[src/tpu_pkg.sv]
// Constants, opcodes and register map of the token processing unit datapath.
// Overview of operation
// - Two's complement A becomes sign-magnitude, sign to X.
// - Sign-magnitude to two's complement; overflow sets X control.
// - Differing signs, both words nonzero: high minus one, low complemented.
// - Running sum adds each token's data field.
// - Type 1 tokens dropped; type 2 carry sum.
// - Type 2 identifier bumped after earlier overflow.
// - Cyclic read, route flag one, size match: type 2.
// - Tally, route flag zero, size match: type 2.
// - Duplicate: A to X, Y takes A control.
// - Logical ops on X with A sign; Y sign and data zero.
// - Sign-magnitude add, larger magnitude gives sign.
// - Count variants put normalisation count on Y.
// - Product high on X, low on Y, signs ORed.
// - Test-to-flag, plain test and test-and-swap behaviours.
// - Running sum only paired; sum appears on X.
// - Overflow-indicator Y reads one on magnitude overflow.
// - Count equals leading zeros of X data.
package tpu_pkg;
  localparam int DW  = 16;
  localparam int IDW = 8;
  localparam int AW  = 4;

  // Opcodes.
  localparam logic [4:0] OP_OR     = 5'h00;
  localparam logic [4:0] OP_AND    = 5'h01;
  localparam logic [4:0] OP_XOR    = 5'h02;
  localparam logic [4:0] OP_INVAND = 5'h03;
  localparam logic [4:0] OP_NOT    = 5'h0c;
  localparam logic [4:0] OP_FLAG   = 5'h08;
  localparam logic [4:0] OP_TEST   = 5'h09;
  localparam logic [4:0] OP_SWAP   = 5'h11;
  localparam logic [4:0] OP_SUM    = 5'h12;
  localparam logic [4:0] OP_DUP    = 5'h13;
  localparam logic [4:0] OP_FIXUP  = 5'h14;
  localparam logic [4:0] OP_T2SM   = 5'h0e;
  localparam logic [4:0] OP_SM2T   = 5'h0f;
  localparam logic [4:0] OP_ADD    = 5'h18;
  localparam logic [4:0] OP_SUB    = 5'h19;
  localparam logic [4:0] OP_MUL    = 5'h1a;
  localparam logic [4:0] OP_ADDC   = 5'h1c;
  localparam logic [4:0] OP_SUBC   = 5'h1d;
  localparam logic [4:0] OP_MULC   = 5'h1e;

  // Condition select codes for the compare group.
  localparam logic [2:0] CND_EQ = 3'h1;
  localparam logic [2:0] CND_LT = 3'h2;
  localparam logic [2:0] CND_LE = 3'h3;
  localparam logic [2:0] CND_GT = 3'h4;
  localparam logic [2:0] CND_GE = 3'h5;
  localparam logic [2:0] CND_NE = 3'h6;

  // Pairing of the running sum with its partner operation.
  typedef enum logic [1:0] {
    PAIR_NONE  = 2'h0,
    PAIR_CYCS  = 2'h1,
    PAIR_CYCL  = 2'h2,
    PAIR_TALLY = 2'h3
  } tpu_pair_t;

  // Register byte addresses and fields.
  localparam logic [AW-1:0] REG_STATUS = 4'h0;
  localparam logic [AW-1:0] REG_MASK   = 4'h4;
  localparam logic [AW-1:0] REG_CTRL   = 4'h8;
  localparam logic [AW-1:0] REG_ACCUM  = 4'hc;
  localparam int ST_ACC_OVF  = 0;
  localparam int ST_CONV_OVF = 1;
  localparam int ST_ADD_OVF  = 2;
  localparam int ST_BAD_OP   = 3;
  localparam int NEVT        = 4;
  localparam int CTRL_ACC_CLR = 0;
  localparam logic [1:0] RESP_OKAY   = 2'h0;
  localparam logic [1:0] RESP_SLVERR = 2'h2;

  localparam logic [DW-1:0] D_ZERO = 16'h0000;
  localparam logic [DW-1:0] D_ONE  = 16'h0001;
  localparam logic [DW-1:0] D_POSMAX = 16'h7fff;
  localparam logic [DW-1:0] D_NEGMAX = 16'h8000;
endpackage : tpu_pkg

[src/tpu_alu.sv]
// Token processing unit datapath with running sum and AXI4-Lite status registers.
`timescale 1ns/1ps
module tpu_alu import tpu_pkg::*; (
  // Clock and reset.
  input  wire logic              clock,
  input  wire logic              rst,
  // Incoming token pair.
  input  wire logic              inValid,
  input  wire logic [4:0]        opcode,
  input  wire logic [2:0]        conditionSelectField,
  input  wire logic [IDW-1:0]    tokenId,
  input  wire logic              aCtrl,
  input  wire logic              aSign,
  input  wire logic [DW-1:0]     aData,
  input  wire logic              bCtrl,
  input  wire logic              bSign,
  input  wire logic [DW-1:0]     bData,
  // Running-sum pairing context.
  input  wire tpu_pair_t         pairMode,
  input  wire logic              tokenRouteFlag,
  input  wire logic              sizeMatch,
  // Result pair to the next stage.
  output logic                   outValid,
  output logic [IDW-1:0]         outId,
  output logic                   xCtrl,
  output logic                   xSign,
  output logic [DW-1:0]          xData,
  output logic                   yCtrl,
  output logic                   ySign,
  output logic [DW-1:0]          yData,
  // AXI4-Lite slave.
  input  wire logic              awvalid,
  output logic                   awready,
  input  wire logic [AW-1:0]     awaddr,
  input  wire logic              wvalid,
  output logic                   wready,
  input  wire logic [31:0]       wdata,
  input  wire logic [3:0]        wstrb,
  output logic                   bvalid,
  input  wire logic              bready,
  output logic [1:0]             bresp,
  input  wire logic              arvalid,
  output logic                   arready,
  input  wire logic [AW-1:0]     araddr,
  output logic                   rvalid,
  input  wire logic              rready,
  output logic [31:0]            rdata,
  output logic [1:0]             rresp,
  // Interrupt.
  output logic                   irq
);

  // Sign-magnitude add: returns {overflow, sign, magnitude}.
  function automatic logic [DW+1:0] smAdd(input logic sa, input logic [DW-1:0] ma,
                                          input logic sb, input logic [DW-1:0] mb);
    logic [DW:0] s;
    s = {1'b0, ma} + {1'b0, mb};
    if (sa == sb) begin
      return {s[DW], sa, s[DW-1:0]};
    end else if (ma >= mb) begin
      return {1'b0, sa, ma - mb};
    end else begin
      return {1'b0, sb, mb - ma};
    end
  endfunction : smAdd

  // Leading zero count of a data word, zero-extended to the data width.
  function automatic logic [DW-1:0] normCount(input logic [DW-1:0] d);
    logic [4:0] n;
    logic       hit;
    n = 5'h00;
    hit = 1'b0;
    for (int i = DW - 1; i >= 0; i--) begin
      if (!hit && !d[i]) begin
        n = n + 5'h01;
      end else begin
        hit = 1'b1;
      end
    end
    return {11'h000, n};
  endfunction : normCount

  // Signed compare of two sign-magnitude operands under a condition code.
  function automatic logic smTest(input logic [2:0] c, input logic sa, input logic [DW-1:0] ma,
                                  input logic sb, input logic [DW-1:0] mb);
    logic signed [DW+1:0] va;
    logic signed [DW+1:0] vb;
    va = sa ? -$signed({2'h0, ma}) : $signed({2'h0, ma});
    vb = sb ? -$signed({2'h0, mb}) : $signed({2'h0, mb});
    case (c)
      CND_EQ:  return va == vb;
      CND_LT:  return va < vb;
      CND_LE:  return va <= vb;
      CND_GT:  return va > vb;
      CND_GE:  return va >= vb;
      CND_NE:  return va != vb;
      default: return 1'b0;
    endcase
  endfunction : smTest

  // Register state.
  logic [NEVT-1:0] status_r;
  logic [NEVT-1:0] mask_r;
  logic [DW-1:0]   accSum_r;
  logic            accOvf_r;
  logic [AW-1:0]   awAddr_r;
  logic [31:0]     wData_r;
  logic [3:0]      wStrb_r;
  logic            awHeld_r;
  logic            wHeld_r;

  // Combinational results.
  logic            cx, sx, cy, sy, keep, isType2;
  logic [DW-1:0]   dx, dy;
  logic [IDW-1:0]  idOut;
  logic [DW+1:0]   addRes;
  logic [2*DW-1:0] prod;
  logic [DW:0]     accNext;
  logic            cond, sumOp;
  logic [NEVT-1:0] evt;

  assign sumOp   = inValid && (opcode == OP_SUM);
  assign accNext = {1'b0, accSum_r} + {1'b0, aData};
  // Type 2 classification needs an exact pairing context.
  assign isType2 = (((pairMode == PAIR_CYCS) || (pairMode == PAIR_CYCL)) &&
                    tokenRouteFlag && sizeMatch) ||
                   ((pairMode == PAIR_TALLY) && !tokenRouteFlag && sizeMatch);

  // Result selection; every path defaults to passing both sides through.
  always_comb begin
    cx = aCtrl;
    sx = aSign;
    dx = aData;
    cy = bCtrl;
    sy = bSign;
    dy = bData;
    keep = 1'b1;
    idOut = tokenId;
    evt = '0;
    cond = smTest(conditionSelectField, aSign, aData, bSign, bData);
    // Subtract is an add with the B sign flipped; A-minus-B sign falls out.
    addRes = smAdd(aSign, aData, (opcode == OP_SUB || opcode == OP_SUBC) ? ~bSign : bSign,
                   bData);
    prod = aData * bData;
    case (opcode)
      OP_OR, OP_AND, OP_XOR, OP_INVAND, OP_NOT: begin
        case (opcode)
          OP_OR:     dx = aData | bData;
          OP_AND:    dx = aData & bData;
          OP_XOR:    dx = aData ^ bData;
          OP_INVAND: dx = ~aData & bData;
          default:   dx = ~aData;
        endcase
        sy = 1'b0;
        dy = D_ZERO;
      end
      OP_ADD, OP_SUB, OP_ADDC, OP_SUBC: begin
        sx = addRes[DW];
        dx = addRes[DW-1:0];
        sy = addRes[DW];
        evt[ST_ADD_OVF] = addRes[DW+1];
        if (opcode == OP_ADDC || opcode == OP_SUBC) begin
          dy = normCount(addRes[DW-1:0]);
        end else begin
          dy = addRes[DW+1] ? D_ONE : D_ZERO;
        end
      end
      OP_MUL, OP_MULC: begin
        sx = aSign | bSign;
        sy = aSign | bSign;
        dx = prod[2*DW-1:DW];
        dy = (opcode == OP_MULC) ? normCount(prod[2*DW-1:DW]) : prod[DW-1:0];
      end
      OP_FLAG: begin
        cx = cond;
        cy = cond;
        sx = 1'b0;
        sy = 1'b0;
        dx = cond ? D_ONE : D_ZERO;
        dy = D_ZERO;
      end
      OP_TEST: begin
        cx = cond;
        cy = cond;
      end
      OP_SWAP: begin
        if (!cond) begin
          cx = bCtrl;
          sx = bSign;
          dx = bData;
          cy = aCtrl;
          sy = aSign;
          dy = aData;
        end
      end
      OP_T2SM: begin
        sx = aData[DW-1];
        dx = aData[DW-1] ? D_ZERO - aData : aData;
        sy = 1'b0;
        dy = D_ZERO;
      end
      OP_SM2T: begin
        dx = aSign ? D_ZERO - aData : aData;
        evt[ST_CONV_OVF] = aSign ? (aData > D_NEGMAX) : (aData > D_POSMAX);
        cx = aCtrl | evt[ST_CONV_OVF];
        sy = 1'b0;
        dy = D_ZERO;
      end
      OP_FIXUP: begin
        // Differing signs with both words nonzero borrow one from the high word.
        if (aSign != bSign) begin
          if (aData != D_ZERO && bData != D_ZERO) begin
            dx = aData - D_ONE;
            sy = aSign;
            dy = D_ZERO - bData;
          end else if (aData == D_ZERO && bData != D_ZERO) begin
            sx = bSign;
            sy = bSign;
          end else begin
            sy = aSign;
          end
        end
      end
      OP_DUP: begin
        cy = aCtrl;
      end
      OP_SUM: begin
        // Only a type 2 token leaves; it carries the sum on X.
        keep = isType2;
        sx = 1'b0;
        dx = accNext[DW-1:0];
        cy = 1'b0;
        sy = 1'b0;
        dy = D_ZERO;
        idOut = accOvf_r ? tokenId + 8'h01 : tokenId;
        evt[ST_ACC_OVF] = accNext[DW];
        evt[ST_BAD_OP] = (pairMode == PAIR_NONE);
      end
      default: begin
        evt[ST_BAD_OP] = 1'b1;
      end
    endcase
  end

  // Result registers; discarded tokens simply produce no valid.
  always_ff @(posedge clock or posedge rst) begin
    if (rst) begin
      outValid <= 1'b0;
      outId <= '0;
      xCtrl <= 1'b0;
      xSign <= 1'b0;
      xData <= D_ZERO;
      yCtrl <= 1'b0;
      ySign <= 1'b0;
      yData <= D_ZERO;
    end else begin
      outValid <= inValid && keep;
      if (inValid) begin
        outId <= idOut;
        xCtrl <= cx;
        xSign <= sx;
        xData <= dx;
        yCtrl <= cy;
        ySign <= sy;
        yData <= dy;
      end
    end
  end

  // Accumulator; a type 2 readout restarts the sum for the next block.
  always_ff @(posedge clock or posedge rst) begin
    if (rst) begin
      accSum_r <= D_ZERO;
      accOvf_r <= 1'b0;
    end else if (sumOp) begin
      if (isType2) begin
        accSum_r <= D_ZERO;
        accOvf_r <= 1'b0;
      end else begin
        accSum_r <= accNext[DW-1:0];
        accOvf_r <= accOvf_r | accNext[DW];
      end
    end else if (awHeld_r && wHeld_r && !bvalid && awAddr_r == REG_CTRL &&
                 wStrb_r[0] && wData_r[CTRL_ACC_CLR]) begin
      accSum_r <= D_ZERO;
      accOvf_r <= 1'b0;
    end
  end

  // Write channel: address and data are held until both arrive.
  always_ff @(posedge clock or posedge rst) begin
    if (rst) begin
      awready <= 1'b1;
      wready <= 1'b1;
      awHeld_r <= 1'b0;
      wHeld_r <= 1'b0;
      awAddr_r <= '0;
      wData_r <= '0;
      wStrb_r <= '0;
      bvalid <= 1'b0;
      bresp <= RESP_OKAY;
      mask_r <= '0;
    end else begin
      if (awvalid && awready) begin
        awAddr_r <= awaddr;
        awHeld_r <= 1'b1;
        awready <= 1'b0;
      end
      if (wvalid && wready) begin
        wData_r <= wdata;
        wStrb_r <= wstrb;
        wHeld_r <= 1'b1;
        wready <= 1'b0;
      end
      if (awHeld_r && wHeld_r && !bvalid) begin
        awHeld_r <= 1'b0;
        wHeld_r <= 1'b0;
        bvalid <= 1'b1;
        bresp <= (awAddr_r == REG_MASK || awAddr_r == REG_CTRL) ? RESP_OKAY : RESP_SLVERR;
        if (awAddr_r == REG_MASK && wStrb_r[0]) begin
          mask_r <= wData_r[NEVT-1:0];
        end
      end
      if (bvalid && bready) begin
        bvalid <= 1'b0;
        awready <= 1'b1;
        wready <= 1'b1;
      end
    end
  end

  // Read channel; a status read clears what it returned.
  always_ff @(posedge clock or posedge rst) begin
    if (rst) begin
      arready <= 1'b1;
      rvalid <= 1'b0;
      rdata <= '0;
      rresp <= RESP_OKAY;
    end else begin
      if (arvalid && arready) begin
        arready <= 1'b0;
        rvalid <= 1'b1;
        rresp <= RESP_OKAY;
        case (araddr)
          REG_STATUS: rdata <= {28'h0000000, status_r};
          REG_MASK:   rdata <= {28'h0000000, mask_r};
          REG_CTRL:   rdata <= 32'h00000000;
          REG_ACCUM:  rdata <= {15'h0000, accOvf_r, accSum_r};
          default: begin
            rdata <= 32'h00000000;
            rresp <= RESP_SLVERR;
          end
        endcase
      end
      if (rvalid && rready) begin
        rvalid <= 1'b0;
        arready <= 1'b1;
      end
    end
  end

  // Sticky events: a new event in the clearing cycle survives the clear.
  always_ff @(posedge clock or posedge rst) begin
    if (rst) begin
      status_r <= '0;
    end else begin
      status_r <= (status_r & ~((arvalid && arready && araddr == REG_STATUS) ? status_r : '0))
                  | (inValid ? evt : '0);
    end
  end

  // Interrupt level, registered so the pin never glitches.
  always_ff @(posedge clock or posedge rst) begin
    if (rst) begin
      irq <= 1'b0;
    end else begin
      irq <= |(status_r & mask_r);
    end
  end

  // Checks on the result path.
  logic pastSm2tOvf;
  assign pastSm2tOvf = inValid && opcode == OP_SM2T &&
                       (aSign ? (aData > D_NEGMAX) : (aData > D_POSMAX));

  logic_yzero_a: assert property (@(posedge clock) disable iff (rst)
    inValid && (opcode == OP_OR || opcode == OP_XOR) |=> yData == D_ZERO && !ySign)
    else $error("Logical op left Y nonzero.");
  conv_sign_a: assert property (@(posedge clock) disable iff (rst)
    inValid && opcode == OP_T2SM |=> xSign == $past(aData[DW-1]) && !xData[DW-1] ||
    xData == D_NEGMAX)
    else $error("Conversion sign wrong.");
  conv_ovf_a: assert property (@(posedge clock) disable iff (rst)
    pastSm2tOvf |=> xCtrl && outValid)
    else $error("Conversion overflow not flagged.");
  dup_ctrl_a: assert property (@(posedge clock) disable iff (rst)
    inValid && opcode == OP_DUP |=> yCtrl == $past(aCtrl) && yData == $past(bData)
    && xData == $past(aData))
    else $error("Control duplicate wrong.");
  sum_drop_a: assert property (@(posedge clock) disable iff (rst)
    sumOp && !isType2 |=> !outValid)
    else $error("Type 1 token passed.");
  id_bump_a: assert property (@(posedge clock) disable iff (rst)
    sumOp && isType2 && accOvf_r |=> outValid && outId == $past(tokenId) + 8'h01)
    else $error("Identifier not bumped.");
  mul_sign_a: assert property (@(posedge clock) disable iff (rst)
    inValid && opcode == OP_MUL |=> xSign == ($past(aSign) | $past(bSign)))
    else $error("Product sign wrong.");
  flag_false_a: assert property (@(posedge clock) disable iff (rst)
    inValid && opcode == OP_FLAG && !cond |=> !xCtrl && !yCtrl && xData == D_ZERO)
    else $error("False test not zeroed.");
  add_ovf_a: assert property (@(posedge clock) disable iff (rst)
    inValid && opcode == OP_ADD && addRes[DW+1] |=> yData == D_ONE)
    else $error("Overflow indicator missing.");
  norm_count_a: assert property (@(posedge clock) disable iff (rst)
    inValid && opcode == OP_ADDC |=> yData == normCount(xData))
    else $error("Shift count wrong.");

  sum_read_c: cover property (@(posedge clock) disable iff (rst) sumOp && isType2 ##1 outValid);
  swap_c: cover property (@(posedge clock) disable iff (rst) inValid && opcode == OP_SWAP && !cond);
  irq_c: cover property (@(posedge clock) disable iff (rst) !irq ##1 irq);

endmodule : tpu_alu

[config.mk]
export PLATFORM = sky130hd
export DESIGN_NAME = tpu_alu
export DESIGN_NICKNAME = d
export VERILOG_FILES = /design/src/tpu_pkg.sv /design/src/tpu_alu.sv
export SDC_FILE = /design/constraint.sdc
export NUM_CORES = 1
export LEC_CHECK = 0
export BUFFER_PORTS_ARGS = -buffer_cell sky130_fd_sc_hd__buf_4
export CORE_AREA = 3 3 223 313
export DETAILED_ROUTE_END_ITERATION = 8
export DIE_AREA = 0 0 226 316
export GPL_TIMING_DRIVEN = 0
export PLACE_DENSITY = 0.59
export SLEW_MARGIN = 10
export SYNTH_ARGS = -nofsm -noshare
export SYNTH_HDL_FRONTEND = slang
export SYNTH_SLANG_ARGS = --single-unit
[constraint.sdc]
create_clock -name clock -period 7.6 [get_ports clock]
set_input_delay 1.9 -clock clock [delete_from_list [all_inputs] [get_ports clock]]
set_output_delay 1.9 -clock clock [all_outputs]
set_load 0.03 [all_outputs]
## After elaboration in Yosys (flattened, before gate mapping)

Cells that the tools add are included.

- Bits in registers: 123
- Input bits: 108
- Output and inout port bits: 87
- Word-level logic and storage cells: 481

- Add/sub/neg operators: 40
- $mul: 1
- Order comparisons: 7
- Eq/ne operators: 36
- Muxes and demuxes: 218
- Bitwise operators: 13
- Reduce and logical (&&, ||, !) cells: 140

Operators with widths:

| cell | number |
|---|---|
| two-way mux 5 bit | 76 |
| two-way mux 16 bit | 12 |
| adder 5 x 1 -> 5 bit, second input constant | 30 |
| one-hot mux 16 bit (9 select lines) | 1 |
| two-way mux 1 bit | 110 |
| one-hot mux 16 bit (5 select lines) | 1 |
| one-hot mux 16 bit (4 select lines) | 1 |
| zero test 1 bit | 62 |
| two-way mux 18 bit | 3 |
| one-hot mux 17 bit (3 select lines) | 1 |
| equality test 5 bit, second input constant | 10 |
| logical AND 1 bit | 50 |
| negation 16 -> 18 bit | 2 |
| adder 16 x 16 -> 17 bit | 2 |
| AND 16 bit | 2 |
| multiplier 16 x 16 -> 32 bit | 1 |
| nonzero test 16 bit | 2 |
| subtractor 1 x 16 -> 16 bit, first input constant | 2 |
| subtractor 16 bit | 2 |
| equality test 5 x 4 -> 1 bit, second input constant | 5 |
| equality test 18 bit | 1 |
| >= comparator 18 bit | 1 |
| greater-than comparator 18 bit | 1 |
| less-or-equal comparator 18 bit | 1 |
| other kinds (47) | 76 |

## Depth between registers and ports, before layout

Gate-level depths: netlist of run 1.

- Depth after elaboration: 83
- Gate-level depth with buffers: 70
- Mapped depth without buffers: 66

## Worst setup path before layout of run 1

No wires, ideal clock.

- Path kind: in2reg
- Start: input aData[7]
- End: register yData[4]
- Library setup time: 0.094 ns
- Data arrival time: 15.940 ns
- Required time: 7.506 ns
- Setup slack: -8.434 ns
- Stages on the path: 66
- Buffers on the path: 3
- Path through: clkbuf_1 > buf_1 > clkinv_1 > nor2_1 > fa_1 > inv_1 > fa_1 > fa_1 > inv_1 > fa_1 > fa_1 > inv_1 > fa_1 > inv_1 > ha_1 > and3_1 > a41o_1 > o41ai_2 > (+30 left out) > a21o_1 > ha_1 > mux2_2 > ha_1 > mux2_2 > ha_1 > nand2_1 > a31oi_1 > ha_1 > nand4_1 > o31ai_1 > o2111ai_1 > nand3_1 > or3b_1 > nand3_1 > xnor2_1 > nand3_1 > a221oi_2

- Cells in the longest elaborated chain, start to end: 81
- Elaborated cells between the ends (all ways): 296
- Classes of those cells: add/sub (34); mul (1); order compare (5); eq/ne (2); mux (162); reduce/logical (92)

Ends and longest elaborated chain:

| item | RTL line | source |
|---|---|---|
| start: declaration | tpu_alu.sv:14 | `input wire logic [DW-1:0] aData,` |
| branches (longest 80 deep; another with subtractor 16 bit) | n/a |  |
| one-hot mux 16 bit (5 select lines) * | tpu_alu.sv:145 | `case (opcode)` |
| end signal: assignment | tpu_alu.sv:265 | `yData <= dy;` |
| end: declaration | tpu_alu.sv:30 | `output logic [DW-1:0] yData,` |

Mark *: on every way between the ends. The select of a mux whose other input is x is not followed.
A chain may end at the register's enable or synchronous reset.

## Final worst setup path of run 1

- Start: input bData[5]
- End: register yData[4]

- Cells in the longest elaborated chain, start to end: 81
- Elaborated cells between the ends (all ways): 296
- Classes of those cells: add/sub (34); mul (1); order compare (5); eq/ne (2); mux (162); reduce/logical (92)

Ends and longest elaborated chain:

| item | RTL line | source |
|---|---|---|
| start: declaration | tpu_alu.sv:17 | `input wire logic [DW-1:0] bData,` |
| branches (longest 80 deep; another with subtractor 16 bit) | n/a |  |
| one-hot mux 16 bit (5 select lines) * | tpu_alu.sv:145 |  |

Marked as above.

==> impl_metrics.env, run 1 <==
export IMPL_fin_skew_ns=0.0116
export IMPL_slowest_delay_ns=0.56
export IMPL_rrSetupSlack_ns=3.37
export IMPL_clkTransAtPathRegs_ns=0.08
export IMPL_viasPerCell=5.86
export IMPL_min_path_type="flop to flop"
export IMPL_cts_sinks=106
export IMPL_period_share_pct=205
export IMPL_routed_wl_um=109000
export IMPL_grt_pass1_wl_um=159000
export IMPL_grt_util_all_layers_pct=29.8
export IMPL_hpwl_um=84500
export IMPL_crit_fanout=9
export IMPL_drive_gt1_share_pct=24.1
export IMPL_ys_flop_type="dfrtp_1"
export IMPL_cts_inserted_buffers=9
export IMPL_mostFrequentLayoutCells="323 x inv_1, 307 x nand2_1, 302 x nor2_1"
export IMPL_fmax_mhz=64.3
export IMPL_synth_async_reset_ratio_pct=100
export IMPL_cpMostUsedCell="buf_4"
export IMPL_antenna_left=0
export IMPL_slew_viol_final=0
export IMPL_yosysSeqAreaShare_pct=11.3
export IMPL_die_x_um=226
export IMPL_synth_cell_area_um2=23400
export IMPL_grt_pass1_vias=24990
export IMPL_cts_buffer_depth=2
export IMPL_critical_path_class="input port to flop"
export IMPL_start_kind="input port"
export IMPL_finalWorstSetupSlack_ns=-7.94
export IMPL_critPathCaptureType="flop"
export IMPL_rsz0062_at_grt="yes"
export IMPL_num_rows=113
export IMPL_synth_edf_count=0
export IMPL_required_ns=7.87
export IMPL_first_iter_violations=2129
export IMPL_root_buffer="clkbuf_16"
export IMPL_coreArea_um2=67400
export IMPL_cts_tree="done"
export IMPL_finalHoldViolCount=0
export IMPL_grt_start_max_net_pins=64
export IMPL_ys_ff_latch=106
export IMPL_gp_congestion=1.07
export IMPL_die_y_um=316
export IMPL_drcViolationCount=0
export IMPL_tightest_slew_ns=1.41
export IMPL_cap_violations=0
export IMPL_syn_area_per_cell_um2=7.67
export IMPL_start_util_pct=34.8
export IMPL_final_common_cell="inv_1"
export IMPL_grt_overflow=0
export IMPL_drt_wirelength_per_cell_um=25.4
export IMPL_antenna_found_initial=1
export IMPL_yosysWarnings=0
export IMPL_nNetsFinal=3951
export IMPL_syn2layout_area_growth_pct=31.8
export IMPL_synth_cell_type_count=109
export IMPL_clock_latency_ns=0.37
export IMPL_setup_viol=23
export IMPL_outcome="finished with violations"
export IMPL_fin_crit_ns=15.54
export IMPL_fill_cells=6601
export IMPL_syn_inst=3055
export IMPL_dr_pass1_iters=8
export IMPL_cp_slowest_cell="fa_1"
export IMPL_relSlewSlack_pct=5.35
export IMPL_arrival_ns=15.82
export IMPL_post_route_util_pct=45.8
export IMPL_num_vias=25067
export IMPL_numPortBuffers=141
export IMPL_die_area_um2=71400
export IMPL_ctsHtreeMaxLevel=3
export IMPL_ios=195
export IMPL_violations="setup timing"
[cell families (layout without fill, tap and decap cells)]
kind of cell	count (synthesis)	in the layout	share of synthesized area, %
AND/OR/NAND/NOR	963	963	18.7
AO/OA/AOI/OAI	766	766	22.0
buffers and inverters	566	911	9.51
adder cells (fa/ha/maj)	438	438	29.7
XOR/XNOR	158	158	6.17
flip-flops	106	106	11.3
multiplexers	57	57	2.59
other	1	18	0.0160
[final timing paths]
check	start	depth (start not counted)	end
min in group asynchronous	rst	2	bvalid
min reg2reg	bresp[1]	2	bresp[1]
max	bData[5]	78	yData[4]
max reg2reg	accSum_r[0]	22	xData[14]
max in group asynchronous	rst	3	awready
min	bresp[1]	2	bresp[1]
[per-stage QoR]
| stage | std cells | hold WS, ns | TNS, ns | area (um^2) | setup WS [ns] |
|---|---|---|---|---|---|
| after floorplan | 3071 | 0.471 | -28.05 | 24500 | -7.08 |
| after global placement | 4074 | 0.465 | -99.78 | 26700 | -10.03 |
| after detailed placement | 4076 | 0.476 | -99.15 | 26700 | -10.08 |
| after CTS | 4222 | 0.494 | -60.37 | 29800 | -7.83 |
| after global routing | 4278 | 0.508 | -74.44 | 30900 | -8.43 |
| final | 4279 | 0.488 | -69.30 | 30900 | -7.94 |
[critical path, delay by kind of cell]
kind	cells	cell delay (ns)
adder cells (fa/ha/maj)	14	4.93
buffers and inverters	39	4.45
AO/OA/AOI/OAI	10	1.78
AND/OR/NAND/NOR	10	1.43
multiplexers	4	1.01
XOR/XNOR	1	0.29
[area by class of cell]
| cell class | count | area (um^2) | share of cell area [%] |
|---|---|---|---|
| diodes | 1 | 2.50 | 0.00810 |
| inverters | 377 | 1590 | 5.13 |
| multi-input cells | 2399 | 20400 | 66.1 |
| repair buffers | 335 | 2920 | 9.44 |
| flip-flops and latches | 106 | 2660 | 8.59 |
| clock inverters | 6 | 61.3 | 0.198 |
| well taps | 862 | 1080 | 3.49 |
| plain buffers | 183 | 1940 | 6.26 |
| clock buffers | 10 | 229 | 0.741 |
[sequential cells by signal (all words and copies together), names as in the netlist, 4 cells and up]
| signal | count |
|---|---|
| outId | 8 |
| mask_r | 4 |
| accSum_r | 16 |
| yData | 16 |
| awAddr_r | 4 |
| status_r | 4 |
| xData | 16 |
| rdata | 17 |
| wData_r | 4 |
[synthesized netlist by cell type, types with 11 or more instances]
| cell | number | share of area [%] |
|---|---|---|
| or2_2 | 12 | 0.32 |
| a211oi_1 | 21 | 0.67 |
| xnor2_1 | 124 | 4.6 |
| nor3_1 | 40 | 0.85 |
| o21a_1 | 11 | 0.35 |
| nand2_1 | 321 | 5.1 |
| and3_1 | 16 | 0.43 |
| nor2b_1 | 32 | 0.85 |
| mux2i_1 | 30 | 1.3 |
| a21oi_1 | 199 | 4.2 |
| a22o_1 | 35 | 1.3 |
| mux2_2 | 26 | 1.2 |
| a31oi_1 | 37 | 0.99 |
| clkbuf_1 | 125 | 2.0 |
| nor4_1 | 13 | 0.35 |
| buf_1 | 31 | 0.50 |
| nand3_1 | 59 | 1.3 |
| ha_1 | 234 | 12 |
| nand4_1 | 24 | 0.64 |
| o21bai_1 | 17 | 0.54 |
| xor2_1 | 28 | 1.0 |
| and2_1 | 16 | 0.43 |
| nand2b_1 | 24 | 0.64 |
| fa_1 | 198 | 17 |
| buf_2 | 11 | 0.23 |
| nor2_1 | 333 | 5.3 |
| a221oi_1 | 39 | 1.5 |
| buf_4 | 20 | 0.64 |
| or3_1 | 29 | 0.77 |
| dfrtp_1 | 103 | 11 |
| a21o_1 | 31 | 0.99 |
| o211ai_1 | 42 | 1.3 |
| inv_1 | 355 | 5.7 |
| o21ai_0 | 168 | 3.6 |
| o221ai_1 | 24 | 0.90 |
| o31ai_1 | 15 | 0.48 |
| clkinv_1 | 19 | 0.30 |
[routing by layer]
| layer | up-vias | GRT usage [%] | part of all wire [%] |
|---|---|---|---|
| li1 | 11169 | - | - |
| met1 | 12140 | 32.4 | 34 |
| met2 | 1273 | 51.3 | 47 |
| met3 | 485 | 5.36 | 8.0 |
| met4 | 0 | 23.2 | 10 |
| met5 | - | 0 | 0 |
[repair_timing]
item                       in CTS  in global routing
pin swaps                     110                108
gates cloned                    1                  1
hold buffers                    0                  0
buffers inserted              133                 62
resized for setup             328                183
setup endpoints to repair      36                 36
Power of run 1 is left out: the tool's default activity adds up to more than one toggle a clock period on the data nets, which glitch-free logic cannot reach.
==> run 2: changes to the inputs <==
Settings changed: PLACE_DENSITY 0.59 to default, SLEW_MARGIN 10 to default.
Clock period 7.6 ns to 16.4 ns, I/O delays scaled along.
==> run 2 against run 1 <==
  * The run still ends with setup timing left
  * Routed wire length is 0.63% higher
  * Clock skew rose by 0.0072 ns
  * Final cell count down 0.61%
  * Global-route usage increased by 0.12 points
  * Sequential share of layout area increased by 0.29 points
  * Critical path type unchanged
  * Critical endpoint unchanged
==> impl_metrics.env, run 2 (synthesized netlist as in run 1, its figures left out) <==
export IMPL_fmax_mhz=57.0
export IMPL_die_y_um=316
export IMPL_grt_util_all_layers_pct=29.9
export IMPL_mostFrequentLayoutCells="327 x inv_1, 310 x nor2_1, 306 x nand2_1"
export IMPL_violations="setup timing"
export IMPL_nNetsFinal=3924
export IMPL_holdBufCountCts=0
export IMPL_viasPerCell=5.86
export IMPL_place_ws_ns=-3.34
export IMPL_rrSetupSlack_ns=11.88
export IMPL_die_x_um=226
export IMPL_routed_wl_um=109000
export IMPL_critPathCaptureType="flop"
export IMPL_antenna_left=0
export IMPL_whs_path_depth=2
export IMPL_root_buffer="clkbuf_16"
export IMPL_r2r_start="accSum_r[1]"
export IMPL_ios=195
export IMPL_fin_setup_tns_ns=-3.49
export IMPL_first_iter_violations=2269
export IMPL_finalHoldViolCount=0
export IMPL_finalWorstSetupSlack_ns=-1.15
export IMPL_relSlewSlack_pct=4.53
export IMPL_outcome="finished with violations"
export IMPL_setup_viol=4
export IMPL_clock_latency_ns=0.37
export IMPL_num_rows=113
export IMPL_grt_pass1_wl_um=158000
export IMPL_tightest_slew_ns=1.42
export IMPL_cp_slowest_cell="fa_1"
export IMPL_slowest_delay_ns=0.62
export IMPL_worst_r2r_cell_count=18
export IMPL_cts_buffer_depth=2
export IMPL_rsz0062_at_grt="yes"
export IMPL_drt_wirelength_per_cell_um=25.7
export IMPL_grt_pass1_vias=25014
export IMPL_coreArea_um2=67400
export IMPL_period_share_pct=107
export IMPL_regToRegEndpoint="xData[13]"
export IMPL_fin_skew_ns=0.0188
export IMPL_drcViolationCount=0
export IMPL_cap_violations=0
export IMPL_final_common_cell="inv_1"
export IMPL_hpwl_um=85300
export IMPL_top_register="rdata"
export IMPL_cts_inserted_buffers=9
export IMPL_start_kind="input port"
export IMPL_ctsHtreeMaxLevel=3
export IMPL_antenna_found_initial=2
export IMPL_num_vias=24939
export IMPL_dr_pass1_iters=9
export IMPL_cts_tree="done"
export IMPL_slew_viol_final=0
export IMPL_critical_path_class="input port to flop"
export IMPL_drive_gt1_share_pct=20.5
export IMPL_required_ns=16.68
export IMPL_fin_area_um2=29900
export IMPL_arrival_ns=17.83
export IMPL_fin_crit_ns=17.55
export IMPL_min_path_type="flop to flop"
export IMPL_dpl_cell_area_um2=26500
export IMPL_cpMostUsedCell="ha_4"
export IMPL_grt_overflow=0
export IMPL_crit_fanout=5
export IMPL_start_util_pct=34.8
export IMPL_cts_sinks=106
export IMPL_die_area_um2=71400
export IMPL_numPortBuffers=141
export IMPL_gp_congestion=1.05
export IMPL_largest_reg_flops=17
export IMPL_grt_start_max_net_pins=57
export IMPL_clkTransAtPathRegs_ns=0.08
export IMPL_hp_start="bresp[1]"
export IMPL_min_to="bresp[1]"
export IMPL_syn2layout_area_growth_pct=27.5
## run 2: cell count changes in the layout (fill, tap and decap cells not counted), moves of 9 or more
| cell | before | now |
|---|---|---|
| buf_8 | 20 | 9 |
| a21oi_2 | 25 | 9 |
| o221ai_1 | 13 | 22 |
| inv_2 | 24 | 15 |
| o21ai_0 | 143 | 159 |
| o21ai_1 | 18 | 7 |
| a21oi_1 | 161 | 182 |
| buf_6 | 50 | 28 |
## run 2: per-layer routing
layer / wire (um) / GRT usage (%) / up-vias
met1: 38300 / 32.6 / 12186
met4: 10400 / 23.5 / 2
li1: - / - / 11110
met5: 12 / 0 / -
met2: 52200 / 51.2 / 1184
met3: 8350 / 5.44 / 457
## run 2: cell type report
type	instances	area, um^2
fill	6826	37600
multi-input combinational	2399	19700
timing repair buffer	308	2670
sequential	106	2660
buffer	183	1910
inverter	377	1600
tap	862	1080
clock buffer	10	229
clock inverter	6	57.6
antenna	2	5.00
## run 2: what timing repair did
item	in CTS	in global routing
gates resized for setup	251	97
setup endpoints to repair	4	4
cloned	5	0
buffers inserted	138	28
pin swaps	91	90
## run 2: worst max path at each step
| stage | endpoint | from | slack, ns | depth (start not counted) |
|---|---|---|---|---|
| global route | yData[4] | bData[6] | -1.66 | 66 |
| floorplan | yData[4] | aData[7] | -0.49 | 67 |
| global placement | yData[4] | aData[0] | -3.29 | 62 |
| CTS | yData[4] | bData[4] | -1.27 | 68 |
| finish | yData[4] | aData[7] | -1.15 | 64 |
| detailed placement | yData[4] | aData[0] | -3.34 | 63 |
## run 2: critical path, delay by kind of cell
family / cells / cell delay (ns)
buffers and inverters: 8 / 1.01
XOR/XNOR: 1 / 0.18
multiplexers: 9 / 1.67
AO/OA/AOI/OAI: 16 / 2.79
AND/OR/NAND/NOR: 11 / 1.64
adder cells (fa/ha/maj): 19 / 6.42
## run 2: metrics by stage
stage	hold WS [ns]	std cells	util [%]
3_3_place_gp	0.470	4074	39.3
4_1_cts	0.495	4228	43.5
6_report	0.492	4253	44.3
5_1_grt	0.509	4251	44.3
3_5_place_dp	0.478	4075	39.4
2_1_floorplan	0.471	3071	-
Power of run 2 is left out for the same reason.
